$ cat src/design/strap_pkg.sv
package strap_pkg;
    // i/o port pair of the indexed configuration space
    localparam logic [15:0] INDEX_PORT = 16'h0022;
    localparam logic [15:0] DATA_PORT = 16'h0023;
    // register indices
    localparam logic [7:0] STRAP_CONFIG_0_IDX = 8'h4a;
    localparam logic [7:0] STRAP_CONFIG_2_IDX = 8'h4c;
    // strap_config_0 field positions
    localparam int PCI_PLL_HI = 7;
    localparam int PCI_PLL_LO = 6;
    localparam int SYNC_BIT = 5;
    localparam int DIV_BIT = 4;
    // strap_config_2 field position of the second divisor strap
    localparam int DIV2_BIT = 1;
    // pin positions in the memory data bus
    localparam int DIV2_PIN = 17;
    localparam int MULT_PIN = 40;
    localparam int PIN_WIDTH = 41;
    // pci pll range encodings
    localparam logic [1:0] PLL_16_32 = 2'b00;
    localparam logic [1:0] PLL_32_64 = 2'b01;
    // pci clock divisors
    localparam logic [2:0] DIV_BY_4 = 3'h4;
    localparam logic [2:0] DIV_BY_3 = 3'h3;
    localparam logic [2:0] DIV_BY_2 = 3'h2;
    // read value returned for an index that holds no register
    localparam logic [7:0] UNMAPPED_DATA = 8'hff;
endpackage

$ cat src/design/strap_cfg_if.sv
`timescale 1ns/10ps
`default_nettype none
// carries the decoded clock setup from the strap store to the top
interface strap_cfg_if;
    logic [1:0] pll_range;
    logic sync_mode;
    logic [2:0] pci_div;
    logic mult_x2;
    logic reserved_pll;
    modport source (output pll_range, sync_mode, pci_div, mult_x2, reserved_pll);
    modport sink (input pll_range, sync_mode, pci_div, mult_x2, reserved_pll);
endinterface
`default_nettype wire

$ cat src/design/strap_decode.sv
`timescale 1ns/10ps
`default_nettype none
// =====================================================================
// clock setup decode from the held strap registers
module strap_decode
    import strap_pkg::*;
(
    input wire logic [7:0] cfg0,
    input wire logic div2_strap,
    input wire logic mult_strap,
    strap_cfg_if.source cfg
);
    // divisor choice: first strap low gives 4, else second strap picks
    function automatic logic [2:0] pick_div(input logic s1, input logic s2);
        if (!s1)
            pick_div = DIV_BY_4;
        else if (!s2)
            pick_div = DIV_BY_3;
        else
            pick_div = DIV_BY_2;
    endfunction

    // all outputs are pure functions of the held straps
    always_comb
    begin
        cfg.pll_range = cfg0[PCI_PLL_HI:PCI_PLL_LO];
        cfg.reserved_pll = cfg0[PCI_PLL_HI];
        cfg.sync_mode = cfg0[SYNC_BIT];
        cfg.pci_div = pick_div(cfg0[DIV_BIT], div2_strap);
        cfg.mult_x2 = mult_strap;
    end
endmodule
`default_nettype wire

$ cat src/design/power_on_strap_config.sv
`timescale 1ns/10ps
`default_nettype none
// =====================================================================
// strap capture, indexed register read port and clock setup outputs
module power_on_strap_config
    import strap_pkg::*;
#(
    parameter int PINS = PIN_WIDTH
)
(
    input wire logic sys_clk,
    input wire logic arst_n,
    input wire logic [PINS-1:0] memory_data_strap_pins,
    input wire logic [15:0] io_addr,
    input wire logic io_wr,
    input wire logic io_rd,
    input wire logic [7:0] io_wdata,
    output logic [7:0] io_rdata,
    output logic [1:0] pci_pll_range,
    output logic pll_range_reserved,
    output logic sync_mode,
    output logic [2:0] pci_clock_output_div,
    output logic core_mult_x2
);
    // =================================================================
    // strap capture state
    logic captured_reg;
    logic captured_next;
    logic [7:0] strap_config_0_reg;
    logic [7:0] strap_config_0_next;
    logic div2_reg;
    logic div2_next;
    logic mult_reg;
    logic mult_next;

    // capture on the first clock after release; a flop under async reset
    // may only take a constant, so the pins are sampled by the clock
    always_comb
    begin
        captured_next = 1'b1;
        strap_config_0_next = strap_config_0_reg;
        div2_next = div2_reg;
        mult_next = mult_reg;
        if (!captured_reg)
        begin
            strap_config_0_next = memory_data_strap_pins[7:0];
            div2_next = memory_data_strap_pins[DIV2_PIN];
            mult_next = memory_data_strap_pins[MULT_PIN];
        end
    end

    always_ff @(posedge sys_clk or negedge arst_n)
    begin
        if (!arst_n)
        begin
            captured_reg <= 1'b0;
            strap_config_0_reg <= 8'h00;
            div2_reg <= 1'b0;
            mult_reg <= 1'b0;
        end
        else
        begin
            captured_reg <= captured_next;
            strap_config_0_reg <= strap_config_0_next;
            div2_reg <= div2_next;
            mult_reg <= mult_next;
        end
    end

    // =================================================================
    // index/data port pair
    logic [7:0] index_reg;
    logic [7:0] index_next;
    logic [7:0] rdata_reg;
    logic [7:0] rdata_next;

    // writes to the data port are dropped: the straps are read-only
    always_comb
    begin
        index_next = index_reg;
        rdata_next = rdata_reg;
        if (io_wr && io_addr == INDEX_PORT)
            index_next = io_wdata;
        if (io_rd && io_addr == DATA_PORT)
        begin
            if (index_reg == STRAP_CONFIG_0_IDX)
                rdata_next = strap_config_0_reg;
            else if (index_reg == STRAP_CONFIG_2_IDX)
                rdata_next = {6'h00, div2_reg, 1'b0};
            else
                rdata_next = UNMAPPED_DATA;
        end
        else if (io_rd && io_addr == INDEX_PORT)
            rdata_next = index_reg;
    end

    always_ff @(posedge sys_clk or negedge arst_n)
    begin
        if (!arst_n)
        begin
            index_reg <= 8'h00;
            rdata_reg <= 8'h00;
        end
        else
        begin
            index_reg <= index_next;
            rdata_reg <= rdata_next;
        end
    end

    assign io_rdata = rdata_reg;

    // =================================================================
    // decode and register the clock setup outputs
    strap_cfg_if cfg_bus ();

    strap_decode u_decode (
        .cfg0(strap_config_0_reg),
        .div2_strap(div2_reg),
        .mult_strap(mult_reg),
        .cfg(cfg_bus.source)
    );

    logic [1:0] pll_reg;
    logic pll_res_reg;
    logic sync_reg;
    logic [2:0] div_reg;
    logic x2_reg;

    // outputs registered so each comes from a flop; they settle two
    // cycles after release, one after the capture
    always_ff @(posedge sys_clk or negedge arst_n)
    begin
        if (!arst_n)
        begin
            pll_reg <= PLL_16_32;
            pll_res_reg <= 1'b0;
            sync_reg <= 1'b0;
            div_reg <= DIV_BY_4;
            x2_reg <= 1'b0;
        end
        else
        begin
            pll_reg <= cfg_bus.pll_range;
            pll_res_reg <= cfg_bus.reserved_pll;
            sync_reg <= cfg_bus.sync_mode;
            div_reg <= cfg_bus.pci_div;
            x2_reg <= cfg_bus.mult_x2;
        end
    end

    assign pci_pll_range = pll_reg;
    assign pll_range_reserved = pll_res_reg;
    assign sync_mode = sync_reg;
    assign pci_clock_output_div = div_reg;
    assign core_mult_x2 = x2_reg;
endmodule
`default_nettype wire

$ cat config.mk
export PLATFORM = sky130hd
export DESIGN_NAME = power_on_strap_config
export DESIGN_NICKNAME = d
export VERILOG_FILES = /design/src/design/strap_pkg.sv /design/src/design/strap_cfg_if.sv /design/src/design/strap_decode.sv /design/src/design/power_on_strap_config.sv
export SDC_FILE = /design/constraint.sdc
export NUM_CORES = 1
export LEC_CHECK = 0
export CAP_MARGIN = 20
export CORE_MARGIN = 3
export CORE_UTILIZATION = 50
export CTS_CLUSTER_DIAMETER = 40
export DETAILED_ROUTE_END_ITERATION = 10
export DONT_BUFFER_PORTS = 1
export GPL_TIMING_DRIVEN = 0
export MAX_ROUTING_LAYER = met4
export SLEW_MARGIN = 20
export SYNTH_ARGS = -nofsm -noshare
export SYNTH_HDL_FRONTEND = slang
export SYNTH_SLANG_ARGS = --single-unit
$ cat constraint.sdc
create_clock -name sys_clk -period 1.8 [get_ports sys_clk]
set_input_delay 0.18 -clock sys_clk [delete_from_list [all_inputs] [get_ports sys_clk]]
set_output_delay 0.18 -clock sys_clk [all_outputs]
set_load 0.01 [all_outputs]
==> results of run 1 <==
layout make-up:
| cell class | count | area (um2) | area share |
|---|---|---|---|
| Buffer | 6 | 33.8 | 0.0192 |
| Clock buffer | 7 | 55.1 | 0.0312 |
| Clock inverter | 1 | 5.00 | 0.00284 |
| Inverter | 1 | 3.75 | 0.00213 |
| Multi-Input combinational cell | 67 | 566 | 0.321 |
| Sequential cell | 34 | 852 | 0.483 |
| Tap cell | 30 | 37.5 | 0.0213 |
| Timing Repair Buffer | 20 | 210 | 0.119 |
cell usage after synthesis:
master / instances
buf_6: 1
or3_1: 1
and4bb_1: 2
o22ai_1: 7
inv_1: 1
buf_4: 1
nand4_1: 1
o21a_1: 6
conb_1: 1
nand4_2: 1
clkbuf_1: 4
mux2_1: 11
nor4_2: 2
o21ai_1: 7
nand4b_1: 1
nand2_1: 8
nor2_1: 3
dfrtp_1: 33
nand2b_1: 2
nor4b_2: 1
nor4bb_1: 1
dfstp_2: 1
a211oi_1: 1
o22a_1: 1
or3b_1: 1
mux2_4: 8
or2_1: 1
per-layer routing:
layer  vias up  part of all wire
li1        444                 -
met1       449              0.40
met2        37              0.50
met3         9             0.077
met4         0             0.021
met5         -                 0
path summary, 6_finish.rpt:
check / endpoint / startpoint / cells past startpoint
setup / recovery: io_rdata[7] / index_reg[4] / 5
hold / removal: io_rdata[6] / io_rd / 2
setup reg to reg: io_rdata[7] / index_reg[4] / 5
hold reg to reg: core_mult_x2 / mult_reg / 0
max in group asynchronous: pci_clock_output_div[2] / arst_n / 2
min in group asynchronous: io_rdata[0] / arst_n / 2
cells in the final DEF, fill, tap and decap left out, drive strengths merged:
master | synthesis | routed
o22a | 1 | 1
o21a | 6 | 6
nand4 | 2 | 2
dfrtp | 33 | 33
nor4bb | 1 | 1
inv | 1 | 1
nand4b | 1 | 1
nor4 | 2 | 2
clkinv | 0 | 1
and4bb | 2 | 2
nor4b | 1 | 1
conb | 1 | 1
a211oi | 1 | 1
mux2 | 19 | 19
nand2 | 8 | 8
clkbuf | 4 | 11
dlygate4sd3 | 0 | 19
or2 | 1 | 1
o21ai | 7 | 7
o22ai | 7 | 7
buf | 2 | 3
nand2b | 2 | 2
nor2 | 3 | 3
dfstp | 1 | 1
or3b | 1 | 1
or3 | 1 | 1
cell families after synthesis:
| kind of cell | after synthesis |
|---|---|
| DFF | 34 |
| and+or+nand+nor | 25 |
| other | 1 |
| buffers and inverters | 7 |
| muxes | 19 |
| AOI/OAI and AO/OA | 22 |
stage by stage:
step,instance area (um2),setup slack (ns)
finish,1760,0.202
global route,1760,0.0895
CTS,1760,0.215
detailed placement,1490,0.221
global placement,1490,0.265
floorplan,1460,0.337
power groups by stage:
stage                     Combinational, uW  Clock [uW]  Sequential (uW)
after floorplan                        42.0           0              843
after global placement                 46.4           0              850
after detailed placement               48.0           0              851
after CTS                               101         443              836
after global routing                    112         487              842
final                                  99.6         433              835
worst max-delay path: stages, from the launching register on:
cell	delay, ns
dfrtp_1	0.41
or3_1	0.42
or2_1	0.22
clkbuf_1	0.18
o22ai_1	0.18
o21ai_1	0.08
repair_timing:
item	4_1_cts	5_1_grt
resized for setup	0	0
buffers inserted	0	0
hold buffers	20	0
hold endpoints to repair	52	0
==> flow_summary.json, run 1 <==
{
  "grt_pass1_wl_um": 4580,
  "max_cap_violations": 0,
  "ioPinCount": 85,
  "hold_viol": 0,
  "finalWirelength_um": 2700,
  "grt_use_met2": 0.284,
  "cts_max_level": 2,
  "grt_max_degree": 35,
  "power.switching_uw": 315,
  "clk_path_buf_depth": 2,
  "numPortBuffers": 0,
  "clk_pin_slew_ns": 0.10,
  "finalClockSkew_ns": 0.00694,
  "syn_inst": 108,
  "status": "finished, final reports clean",
  "die_h_um": 59.9,
  "synth_cell_types": 27,
  "drcViolationCount": 0,
  "fin_crit_ns": 1.60,
  "arrival_ns": 1.82,
  "final_util": 0.675,
  "grt_usage": 0.185,
  "synth-xor-area-share": 0,
  "holdWs_ns": 0.111,
  "p_leak_uw": 0.000764,
  "switching_share": 0.230,
  "clock.fmax_ghz": 0.626,
  "std_cell_rows": 18,
  "synth_warnings": 0,
  "place.gp.congestion": 0.756,
  "wire_per_inst_um": 16.3,
  "cp_data_required_time_ns": 2.02,
  "die_width_um": 59.9,
  "p_per_area_nw_per_um2": 776,
  "dp.cells": 138,
  "grt_use_met1": 0.218,
  "period_share": 0.888,
  "critical_path.endpoint_type": "flop",
  "cts_num_sinks": 34,
  "p_total_uw": 1370,
  "die-area_um2": 3590,
  "drive_gt1_frac": 0.169,
  "drtIter0Drc": 10,
  "clockRootBuffer": "clkbuf_4",
  "dp_hpwl_um": 1940,
  "vias": 939,
  "instances_no_fill": 166,
  "synthAdderAreaFrac": 0,
  "slew_headroom": 0.622,
  "worstSkewPairLatency_ns": 0.33,
  "synth_nets": 177,
  "grt_most_used_layer": "met2",
  "tightest_slew_ns": 0.566,
  "synth-seq-area-share": 0.586,
  "ys_ff_latch": 34,
  "synth_top_family_by_area": "multiplexers",
  "setup_violations": 0,
  "final.setup.tns_ns": 0,
  "p_comb_frac": 0.073,
  "netlist_area_um2": 1460,
  "r2r_slack_ns": 0.20,
  "synth-compound-area-share": 0.0963,
  "hold_path_class": "in2reg",
  "pwr-share-clk": 0.317,
  "nNetsFinal": 204,
  "synth.largest_area_cell": "dfrtp_1",
  "core_region_area_um2": 2610,
  "synth-simple-area-share": 0.122,
  "final.fill_count": 211,
  "antenna_left": 0,
  "start_kind": "flop",
  "gr-usage-met3": 0.0583,
  "rsz0062_at_grt": "no",
  "syn_to_final_growth_pct": 21.2,
  "cts_tree": "yes",
  "synthTopCellsByArea": "dfrtp_1 57%, mux2_1 8.5%, mux2_4 8.3%, o21a_1 3.1%, o22ai_1 3.0%",
  "grt_antenna_before_repair": 0,
  "initial_utilization": 0.557,
  "vdd_drop_max_mv": 0.750,
  "worstSetupPathType": "reg2reg",
  "viasPerCell": 5.66,
  "drt_first_pass_iters": 3,
  "synth_top_area_frac": 0.567,
  "seq_power_share": 0.610,
  "syn-mean-instance-area_um2": 13.5,
  "gr-total-overflow": 0,
  "drv_slew": 0,
  "diodes": 0,
  "synth.area.mux_share": 0.168,
  "cts_buffers": 5,
  "critPathMaxFanout": 7,
  "grt_pass1_vias": 1003,
  "intPower_uw": 1050
}
Power figures use the tool's default switching activity.
==> inputs of run 2 (changes only) <==
--- a/config.mk
+++ b/config.mk
@@ -13,6 +13,7 @@
 export DONT_BUFFER_PORTS = 1
 export GPL_TIMING_DRIVEN = 0
 export MAX_ROUTING_LAYER = met4
+export PLACE_DENSITY_LB_ADDON = 0.15
 export SLEW_MARGIN = 20
 export SYNTH_ARGS = -nofsm -noshare
 export SYNTH_HDL_FRONTEND = slang
==> flow_summary.json, run 2 (synthesis gave the netlist of run 1 again) <==
{
  "clock.fmax_ghz": 0.643,
  "crit_start": "index_reg[4]",
  "hold_viol": 0,
  "vdd_drop_max_mv": 1.47,
  "critical_path_cell_count": 5,
  "final_util": 0.694,
  "clk_pin_slew_ns": 0.10,
  "r2r_slack_ns": 0.25,
  "drtIter0Drc": 14,
  "cts_buffers": 5,
  "core_region_area_um2": 2610,
  "grt_usage": 0.165,
  "critPathMaxFanout": 7,
  "max_cap_violations": 0,
  "pwr-share-clk": 0.434,
  "layout_common_cells": "33 x dfrtp_1, 19 x dlygate4sd3_1, 11 x mux2_1, 8 x nand2_1, 8 x mux2_4",
  "cts_tree": "yes",
  "drv_slew": 0,
  "slew_headroom": 0.637,
  "nNetsFinal": 204,
  "ioPinCount": 85,
  "place.gp.congestion": 0.759,
  "intPower_uw": 1330,
  "final.setup.tns_ns": 0,
  "grt_pass1_wl_um": 4240,
  "switching_share": 0.191,
  "instances_no_fill": 166,
  "diodes": 0,
  "cp_data_required_time_ns": 2.02,
  "hold_path_class": "in2reg",
  "cp_top_family": "simple AND/OR/NAND/NOR gates",
  "arrival_ns": 1.77,
  "worst-path-buf-inv": 1,
  "worstSetupPathType": "reg2reg",
  "wire_per_inst_um": 15.9,
  "cts_max_level": 2,
  "drive_gt1_frac": 0.176,
  "die-area_um2": 3590,
  "grt_max_degree": 35,
  "finalWirelength_um": 2640,
  "grt_antenna_before_repair": 0,
  "cp_slowest_cell": "dfrtp_1",
  "rr_worst_depth": 5,
  "power.switching_uw": 315,
  "cts_num_sinks": 34,
  "rsz0062_at_grt": "no",
  "dp.cells": 138,
  "drcViolationCount": 0,
  "gr-total-overflow": 0,
  "regToRegStartpoint": "index_reg[4]",
  "p_leak_uw": 0.000787,
  "initial_utilization": 0.557,
  "drt_first_pass_iters": 4,
  "fin_crit_ns": 1.55,
  "critical_path.cell_chain": "or3_1 > or2_1 > clkbuf_1 > o22ai_1 > o21ai_1",
  "syn_to_final_growth_pct": 24.7,
  "vias": 938,
  "p_comb_frac": 0.060,
  "die_h_um": 59.9,
  "die_width_um": 59.9,
  "grt_pass1_vias": 981,
  "dp_hpwl_um": 1930,
  "seq_power_share": 0.506,
  "worstSkewPairLatency_ns": 0.33,
  "p_total_uw": 1650,
  "period_share": 0.863,
  "tightest_slew_ns": 0.544,
  "cp-endpoint": "io_rdata[3]",
  "numPortBuffers": 0,
  "critical_path.max_stage_delay_ns": 0.41,
  "clockRootBuffer": "clkbuf_4",
  "std_cell_rows": 18,
  "p_per_area_nw_per_um2": 909,
  "final.fill_count": 186,
  "viasPerCell": 5.65,
  "start_kind": "flop",
  "mostFrequentLayoutCell": "dfrtp_1",
  "critical_path.endpoint_type": "flop",
  "finalClockSkew_ns": 0.0119,
  "reg2reg_to": "io_rdata[3]",
  "setup_violations": 0,
  "antenna_left": 0,
  "clk_path_buf_depth": 2,
  "status": "finished, final reports clean"
}
==> run 2: worst min-delay path by stage <==
stage          startpoint            to  cells after the start
3_3_place_gp       arst_n   io_rdata[1]                      0
6_report            io_rd   io_rdata[4]                      2
3_5_place_dp       arst_n   io_rdata[5]                      0
5_1_grt             io_rd   io_rdata[3]                      2
2_1_floorplan      arst_n  captured_reg                      0
4_1_cts             io_rd   io_rdata[0]                      2
==> run 2: power groups by stage <==
stage	clock [uW]	combinational, uW	sequential [uW]
2_1_floorplan	0	42.0	843
3_3_place_gp	0	46.3	849
3_5_place_dp	0	47.8	851
4_1_cts	729	100	835
5_1_grt	762	111	841
6_report	715	99.3	834
==> run 2: area by class of cell <==
class,count,area (um2),area share
repair buffers,20,210,0.116
clock buffers,6,51.3,0.0283
flip-flops and latches,34,852,0.470
inverters,1,3.75,0.00207
multi-input cells,67,566,0.312
clock inverters,2,60.1,0.0331
well taps,30,37.5,0.0207
plain buffers,6,33.8,0.0186
==> run 2: repair_timing <==
| action | in CTS | in global routing |
|---|---|---|
| hold buffers | 20 | 0 |
| buffers inserted | 0 | 0 |
| resized for setup | 0 | 0 |
| hold endpoints to repair | 52 | 0 |
==> run 2: layer usage <==
layer  GRT usage  share of wire  up-vias
li1            -              -      446
met2       0.264           0.48       41
met4      0.0570          0.011        0
met3      0.0626           0.10        4
met5           -              0        -
met1       0.190           0.40      447
==> run 2: per-stage QoR <==
step	setup slack [ns]	cell area, um2	hold slack, ns
finish	0.246	1810	0.112
global route	0.147	1810	0.124
detailed placement	0.255	1490	-0.115
CTS	0.245	1810	0.0998
global placement	0.259	1490	-0.115
floorplan	0.337	1460	-0.116
==> inputs of run 3 (changes only) <==
--- a/config.mk
+++ b/config.mk
@@ -14,6 +14,7 @@
 export GPL_TIMING_DRIVEN = 0
 export MAX_ROUTING_LAYER = met4
 export PLACE_DENSITY_LB_ADDON = 0.15
+export REMOVE_ABC_BUFFERS = 1
 export SLEW_MARGIN = 20
 export SYNTH_ARGS = -nofsm -noshare
 export SYNTH_HDL_FRONTEND = slang
==> flow_summary.json, run 3 (synthesis gave the netlist of run 1 again) <==
{
  "period_share": 0.825,
  "worstSkewPairLatency_ns": 0.34,
  "drv_slew": 0,
  "max_cap_violations": 0,
  "hold_path_end": "io_rdata[1]",
  "numPortBuffers": 0,
  "critical_path.max_stage_delay_ns": 0.43,
  "rr_worst_depth": 4,
  "cts_tree": "yes",
  "dp_hpwl_um": 1960,
  "finalWirelength_um": 2680,
  "worstSetupPathType": "reg2reg",
  "place.gp.congestion": 0.742,
  "syn_to_final_growth_pct": 22.4,
  "die-area_um2": 3590,
  "worst-path-buf-inv": 0,
  "arrival_ns": 1.71,
  "die_h_um": 59.9,
  "core_region_area_um2": 2610,
  "vdd_drop_max_mv": 0.785,
  "gr-total-overflow": 0,
  "clockRootBuffer": "clkbuf_4",
  "viasPerCell": 5.83,
  "grt_pass1_wl_um": 4400,
  "hold_viol": 0,
  "cp_data_required_time_ns": 2.02,
  "grt_antenna_before_repair": 0,
  "pre_cts_slack_ns": 0.0589,
  "p_per_area_nw_per_um2": 923,
  "r2r_slack_ns": 0.31,
  "setup_violations": 0,
  "status": "finished, final reports clean",
  "rsz0062_at_grt": "no",
  "hold_path_class": "in2reg",
  "cts_num_sinks": 34,
  "drive_gt1_frac": 0.169,
  "std_cell_rows": 18,
  "tightest_slew_ns": 0.516,
  "critical_path_cell_count": 4,
  "clock.fmax_ghz": 0.673,
  "grt_max_degree": 35,
  "clk_pin_slew_ns": 0.09,
  "grt_pass1_vias": 965,
  "p_leak_uw": 0.000771,
  "cp_top_family": "simple AND/OR/NAND/NOR gates",
  "setup_slack_ns": 0.315,
  "critical_path.cell_chain": "or3b_1 > a211oi_1 > nor2_1 > mux2_1",
  "antenna_left": 0,
  "cts_buffers": 5,
  "initial_utilization": 0.557,
  "fin_crit_ns": 1.49,
  "diodes": 0,
  "slew_headroom": 0.656,
  "grt_usage": 0.177,
  "ioPinCount": 85,
  "clk_path_buf_depth": 2,
  "reg2reg_to": "io_rdata[2]",
  "drtIter0Drc": 35,
  "holdWs_ns": 0.0420,
  "start_kind": "flop",
  "drcViolationCount": 0,
  "final.setup.tns_ns": 0,
  "critical_path.endpoint_type": "flop",
  "cts_max_level": 2,
  "vias": 933,
  "cp_slowest_cell": "dfrtp_1",
  "min_from": "io_addr[0]",
  "hold_depth": 2,
  "mostFrequentLayoutCell": "dfrtp_1",
  "layout_common_cells": "33 x dfrtp_1, 19 x dlygate4sd3_1, 11 x mux2_1, 8 x nand2_1, 8 x mux2_4",
  "critPathMaxFanout": 5,
  "die_width_um": 59.9,
  "post_cts_resized": 0,
  "regToRegStartpoint": "index_reg[2]",
  "drt_first_pass_iters": 4,
  "finalClockSkew_ns": 0.00760,
  "wire_per_inst_um": 16.8,
  "nNetsFinal": 198
}
## run 3: changes by cell type in the layout (fill, tap and decap cells not counted), sizes merged
cell	change
clkbuf	-4
buf	-2
## run 3: how the worst max path moves through the flow
stage / startpoint / endpoint / slack [ns]
floorplan: io_addr[10] / index_reg[0] / 0.19
global placement: io_addr[10] / index_reg[3] / 0.07
detailed placement: io_addr[10] / index_reg[4] / 0.06
CTS: index_reg[2] / io_rdata[2] / 0.30
global route: index_reg[2] / io_rdata[2] / 0.19
finish: index_reg[2] / io_rdata[2] / 0.31
## run 3: area by class of cell
class / count / area (um2)
clock buffer: 6 / 51.3
clock inverter: 2 / 60.1
fill: 204 / 832
inverter: 1 / 3.75
multi-input combinational: 67 / 566
sequential: 34 / 852
tap: 30 / 37.5
timing repair buffer: 20 / 210
## run 3: repair_timing
action / 4_1_cts / 5_1_grt
endpoints found under the hold margin: 52 / 0
buffers inserted: 0 / 0
hold buffers: 20 / 0
## run 3: metal layers
| metal | GRT usage | up-vias | wire [um] |
|---|---|---|---|
| met5 | - | - | 0 |
| met4 | 0.0570 | 0 | 32 |
| li1 | - | 432 | - |
| met1 | 0.200 | 450 | 1060 |
| met3 | 0.0756 | 4 | 276 |
| met2 | 0.284 | 47 | 1310 |
## run 3: through the flow
stage | cell area, um2 | std cells | total power [uW] | util
2_1_floorplan | 1420 | 102 | 879 | -
3_3_place_gp | 1460 | 132 | 888 | 0.558
3_5_place_dp | 1460 | 132 | 893 | 0.558
4_1_cts | 1780 | 160 | 1650 | 0.682
5_1_grt | 1780 | 160 | 1710 | 0.682
6_report | 1780 | 160 | 1640 | 0.682
## run 3: report_power, final
group	internal [uW]	switching (uW)
combinational	55.2	30.9
clock	470	246
sequential	805	35.8
